$ cat config.mk
export PLATFORM = sky130hd
export DESIGN_NAME = anp_status_regs
export DESIGN_NICKNAME = d
export VERILOG_FILES = /design/src/design/anp_pkg.sv /design/src/design/anp_page_store.sv /design/src/design/anp_status_regs.sv
export SDC_FILE = /design/constraint.sdc
export NUM_CORES = 1
export LEC_CHECK = 0
export ABC_AREA = 1
export ABC_CLOCK_PERIOD_IN_PS = 1000
export BUFFER_PORTS_ARGS = -buffer_cell sky130_fd_sc_hd__clkbuf_2
export CAP_MARGIN = 10
export CORE_MARGIN = 2
export CORE_UTILIZATION = 53
export CTS_CLUSTER_SIZE = 28
export DETAILED_ROUTE_END_ITERATION = 16
export PLACE_DENSITY = 0.76
export SYNTH_ARGS = -nofsm -noshare
export SYNTH_HDL_FRONTEND = slang
export SYNTH_SLANG_ARGS = --single-unit
$ cat constraint.sdc
create_clock -name i_core_clk -period 1 [get_ports i_core_clk]
set_clock_uncertainty 0.05 [all_clocks]
set_input_delay 0.05 -clock i_core_clk [delete_from_list [all_inputs] [get_ports i_core_clk]]
set_output_delay 0.05 -clock i_core_clk [all_outputs]
set_load 0.1 [all_outputs]
$ cat src/design/anp_pkg.sv
// Constants shared by the partner next page status registers.
package anp_pkg;
	localparam logic [4:0] DEVICE_ADDR = 5'h07;
	localparam logic [15:0] OFFSET_WORD1 = 16'h0019;
	localparam logic [15:0] OFFSET_WORD2 = 16'h001a;
	localparam logic [15:0] OFFSET_WORD3 = 16'h001b;
	localparam logic [15:0] OFFSET_RESULT = 16'h0030;
	localparam logic [15:0] RESET_WORD = 16'h0000;
	localparam logic [15:0] RESET_RESULT = 16'h0001;
	localparam logic [47:0] RESET_PAGE = 48'h000000000000;
	localparam int POS_MORE_PAGES = 15;
	localparam int POS_PAGE_ACK = 14;
	localparam int POS_MESSAGE_PAGE = 13;
	localparam int POS_SECOND_ACK = 12;
	localparam int POS_TOGGLE = 11;
	localparam int POS_SHORT_CODE_HI = 10;
	localparam int POS_10G_WITH_FEC = 4;
	localparam int POS_10G = 3;
	localparam int POS_1G = 1;
	localparam int POS_ABILITY = 0;
	localparam int PAGE_LOW_HI = 15;
	localparam int PAGE_MID_LO = 16;
	localparam int PAGE_MID_HI = 31;
	localparam int PAGE_UP_LO = 32;
	localparam int PAGE_UP_HI = 47;
endpackage

$ cat src/design/anp_page_store.sv
// Holds the last extended next page received from the link partner.
`timescale 1ns/1ns
module anp_page_store (
	input wire logic i_core_clk,
	input wire logic i_nrst,
	input wire logic i_page_valid,
	input wire logic [47:0] i_page,
	output logic [47:0] o_page
);
	typedef struct packed {
		logic [47:0] page;
	} anp_store_s;

	anp_store_s state;
	anp_store_s next_state;

	always_comb begin
		next_state = state;
		if (i_page_valid) begin
			next_state.page = i_page;
		end
	end

	always_ff @(posedge i_core_clk or negedge i_nrst) begin
		if (!i_nrst) begin
			state.page <= anp_pkg::RESET_PAGE;
		end else begin
			state <= next_state;
		end
	end

	assign o_page = state.page;
endmodule

$ cat src/design/anp_status_regs.sv
// Read-only management registers reporting the partner next page and the resolved mode.
`timescale 1ns/1ns
module anp_status_regs (
	input wire logic i_core_clk,
	input wire logic i_nrst,
	input wire logic i_page_valid,
	input wire logic [47:0] i_page,
	input wire logic i_resolved_10g_with_fec,
	input wire logic i_resolved_10g_backplane,
	input wire logic i_resolved_1g_backplane,
	input wire logic [4:0] i_mgmt_devad,
	input wire logic [15:0] i_mgmt_regad,
	input wire logic i_mgmt_rd,
	input wire logic i_mgmt_wr,
	input wire logic [15:0] i_mgmt_wdata,
	output logic [15:0] o_mgmt_rdata,
	output logic o_mgmt_rvalid
);
	typedef struct packed {
		logic [15:0] hold_middle;
		logic [15:0] hold_upper;
		logic [2:0] resolved;
		logic [15:0] rdata;
		logic rvalid;
	} anp_regs_s;

	anp_regs_s state;
	anp_regs_s next_state;
	logic [47:0] page;
	logic sel;
	logic [15:0] result_word;

	anp_page_store u_store (
		.i_core_clk(i_core_clk),
		.i_nrst(i_nrst),
		.i_page_valid(i_page_valid),
		.i_page(i_page),
		.o_page(page)
	);

	function automatic logic hit(input logic [15:0] regad, input logic [15:0] offset);
		hit = (regad == offset);
	endfunction

	assign sel = i_mgmt_rd && (i_mgmt_devad == anp_pkg::DEVICE_ADDR);

	always_comb begin
		result_word = 16'h0000;
		result_word[anp_pkg::POS_10G_WITH_FEC] = state.resolved[2];
		result_word[anp_pkg::POS_10G] = state.resolved[1];
		result_word[anp_pkg::POS_1G] = state.resolved[0];
		result_word[anp_pkg::POS_ABILITY] = anp_pkg::RESET_RESULT[anp_pkg::POS_ABILITY];
	end

	// Only a read selects a register; no field has any write path.
	always_comb begin
		next_state = state;
		next_state.rvalid = sel;
		next_state.resolved = {i_resolved_10g_with_fec, i_resolved_10g_backplane,
			i_resolved_1g_backplane};
		if (sel) begin
			if (hit(i_mgmt_regad, anp_pkg::OFFSET_WORD1)) begin
				next_state.rdata = page[anp_pkg::PAGE_LOW_HI:0];
				next_state.hold_middle = page[anp_pkg::PAGE_MID_HI:anp_pkg::PAGE_MID_LO];
				next_state.hold_upper = page[anp_pkg::PAGE_UP_HI:anp_pkg::PAGE_UP_LO];
			end else if (hit(i_mgmt_regad, anp_pkg::OFFSET_WORD2)) begin
				next_state.rdata = state.hold_middle;
			end else if (hit(i_mgmt_regad, anp_pkg::OFFSET_WORD3)) begin
				next_state.rdata = state.hold_upper;
			end else if (hit(i_mgmt_regad, anp_pkg::OFFSET_RESULT)) begin
				next_state.rdata = result_word;
			end else begin
				next_state.rdata = 16'h0000;
			end
		end
	end

	always_ff @(posedge i_core_clk or negedge i_nrst) begin
		if (!i_nrst) begin
			state.hold_middle <= anp_pkg::RESET_WORD;
			state.hold_upper <= anp_pkg::RESET_WORD;
			state.resolved <= 3'h0;
			state.rdata <= anp_pkg::RESET_WORD;
			state.rvalid <= 1'b0;
		end else begin
			state <= next_state;
		end
	end

	assign o_mgmt_rdata = state.rdata;
	assign o_mgmt_rvalid = state.rvalid;
endmodule

==> results.toml <==
[outcome]
status = "complete, but fails checks"
violations = "setup timing"

[power]
power_density_nw_per_um2 = 1220
p_leak_nw = 3.13
ir_drop_mv = 0.792

[worst_setup_path]
cp.required_ns = 0.90
crit_arrival_ns = 0.97
crit_buf_inv = 1
path_cells = "buf_12"
slowest_stage = "dfrtp_1"
critPathMaxFanout = 2
startpoint_type = "register"
cpPeakStageDelay_ns = 0.43
r2r_cells = 5
end_kind = "primary output"
cp_top_family = "flip-flops"
critical_path_class = "reg2out"
cp.depth = 1

[logic_synthesis]
synth_top_cell_by_area = "dfrtp_1"
synth_nets = 574
synthAdderAreaFrac_pct = 0
synth-simple-area-share_pct = 21.0
muxShareOfSynthArea_pct = 4.01
syn_area_um2 = 4490
postSynthCellCount = 481
synth_xor_xnor_area_share_pct = 0
yosys_warnings = 0
ys_seq_area_share_pct = 55.7
ys_top_cells_by_area = "dfrtp_1 56%, nand2_1 13%, o21ai_2 6.2%"
ys_ff_latch = 100
synth_top_family_by_area = "simple AND/OR/NAND/NOR gates"
avgSynthCellArea_um2 = 9.34
netlist-cell-type-count = 20
synth_compound_area_share_pct = 9.81
synth_top_area_share_pct = 55.7

[job]
max-cap-violations = 0

[sta]
worst_pin_slew_ns = 0.295
period_share_pct = 107
slew_headroom_pct = 80.3
finalSetupViolCount = 17
final.setup.tns_ns = -1.02
fmax_ghz = 0.932
rsz0062_at_grt = "yes"
drv_slew = 0
fin_ws_ns = -0.0724
min_period_ns = 1.07
finalHoldViolCount = 0

[clock_tree]
cts_buffers = 9
clock_latency_ns = 0.36
cts_tree = "yes"
clock-root-buffer = "clkbuf_8"
h-tree-depth = 3
cts_sinks = 100
clockBufferDepth = 2
cts.clk_slew.worst_paths_ns = 0.10

[floorplan]
initial_core_util_pct = 54.7
die_area_um2 = 9220
die_x_um = 96.0
coreArea_um2 = 8220
io_pins = 110
fp.dieH_um = 96.0
rows = 33

[global_routing]
grt_pass1_wl_um = 16400
grtUsageTotal_pct = 23.3
antenna_found_initial = 0
grt-ovfl-total = 0
grt_start_max_net_pins = 44
grt_pass1_vias = 3605

[detailed_routing]
drtIter0Drc = 176
wl_per_cell_um = 13.3
vias = 3649
dr.pass1.iters = 4
ant_nets = 0
post-route-drc-count = 0
via_per_inst = 4.88
routed_wl_um = 9920

[placement]
hpwl_um = 6830
post-place-ws_ns = -0.324
globalplace.congestion = 0.890
dp.cells = 669
placement.io_buffers = 92

[finish]
multi_input_area_um2 = 1630
layout_common_cells = "138 x nand2_1, 100 x dfrtp_1, 74 x clkbuf_2"
final_core_util_pct = 76.2
drive_above_1_share_pct = 35.7
regArea_um2 = 2500
fin_nets = 730
n_antenna_cell = 0
area_growth_pct = 39.5
fill_cells = 543
layout_commonest_cell = "nand2_1"
final_cell_count_no_fill = 747

[hold_path]
hp-class = "in2async"
Yosys cell counts, drive strengths merged:
cell type  count
inv           40
dfrtp        100
o21ai         64
nand3         41
clkbuf         8
nand2        153
clkinv         1
and2           2
nand4          1
nor2          25
mux2          16
buf           30
power by group:
part,internal [W],total [W],switching [W]
Sequential,0.00423,0.00430,0.0000722
Combinational,0.000422,0.000830,0.000408
Clock,0.00103,0.00250,0.00147
Total,0.00567,0.00762,0.00195
flip-flops by register name, indices dropped and copies added (netlist names):
name / flops
o_mgmt_rdata: 16
o_mgmt_rvalid: 1
state: 32
u_store.o_page: 48
result_word: 3
routing by layer:
| metal | track usage [%] | routed length (um) | part of all wire, % | up-vias |
|---|---|---|---|---|
| met5 | 0 | 0 | 0 | - |
| met4 | 9.05 | 173 | 1.7 | 0 |
| met3 | 4.15 | 353 | 3.6 | 15 |
| met2 | 36.9 | 4780 | 48 | 91 |
| met1 | 32.2 | 4610 | 46 | 1718 |
| li1 | - | - | - | 1825 |
stage by stage:
step | area (um2) | hold WS, ns | total power [W]
2_1_floorplan | 4550 | -0.296 | 0.00465
3_3_place_gp | 5450 | -0.100 | 0.00501
3_5_place_dp | 5450 | -0.0929 | 0.00505
4_1_cts | 6200 | 0.0444 | 0.00766
5_1_grt | 6260 | 0.0762 | 0.00795
6_report | 6260 | 0.0530 | 0.00762
what timing repair did:
item,CTS,global route
pin swaps,0,1
buffers inserted,4,6
hold buffers,52,0
hold endpoints to repair,151,0
gates resized for setup,0,7
endpoints found under the setup margin,17,32
worst paths after layout:
check,end,slack (ns),startpoint
worst max-delay path,o_mgmt_rdata[13],-0.07,o_mgmt_rdata[13]
worst min-delay path,u_store.o_page[33],0.05,i_nrst
worst max register to register,o_mgmt_rdata[1],0.09,o_mgmt_rdata[1]
worst min register to register,state[39],0.45,state[39]
max in group asynchronous,o_mgmt_rdata[0],0.32,i_nrst
min in group i_core_clk,u_store.o_page[30],0.07,i_page_valid
kinds of logic (layout without fill, tap and decap cells):
kind of cell / count (synthesis) / after routing
and+or+nand+nor: 222 / 222
DFF: 100 / 100
buffers and inverters: 79 / 240
muxes: 16 / 16
AOI/OAI and AO/OA: 64 / 64
cell type report:
type | count | share of cell area (%)
clock buffer | 10 | 2.20
clock inverter | 6 | 0.879
inverter | 41 | 2.48
multi-input combinational | 302 | 26.1
sequential | 100 | 40.0
tap | 105 | 2.10
timing repair buffer | 183 | 26.3
No activity file was read; power rests on OpenSTA's default activity.
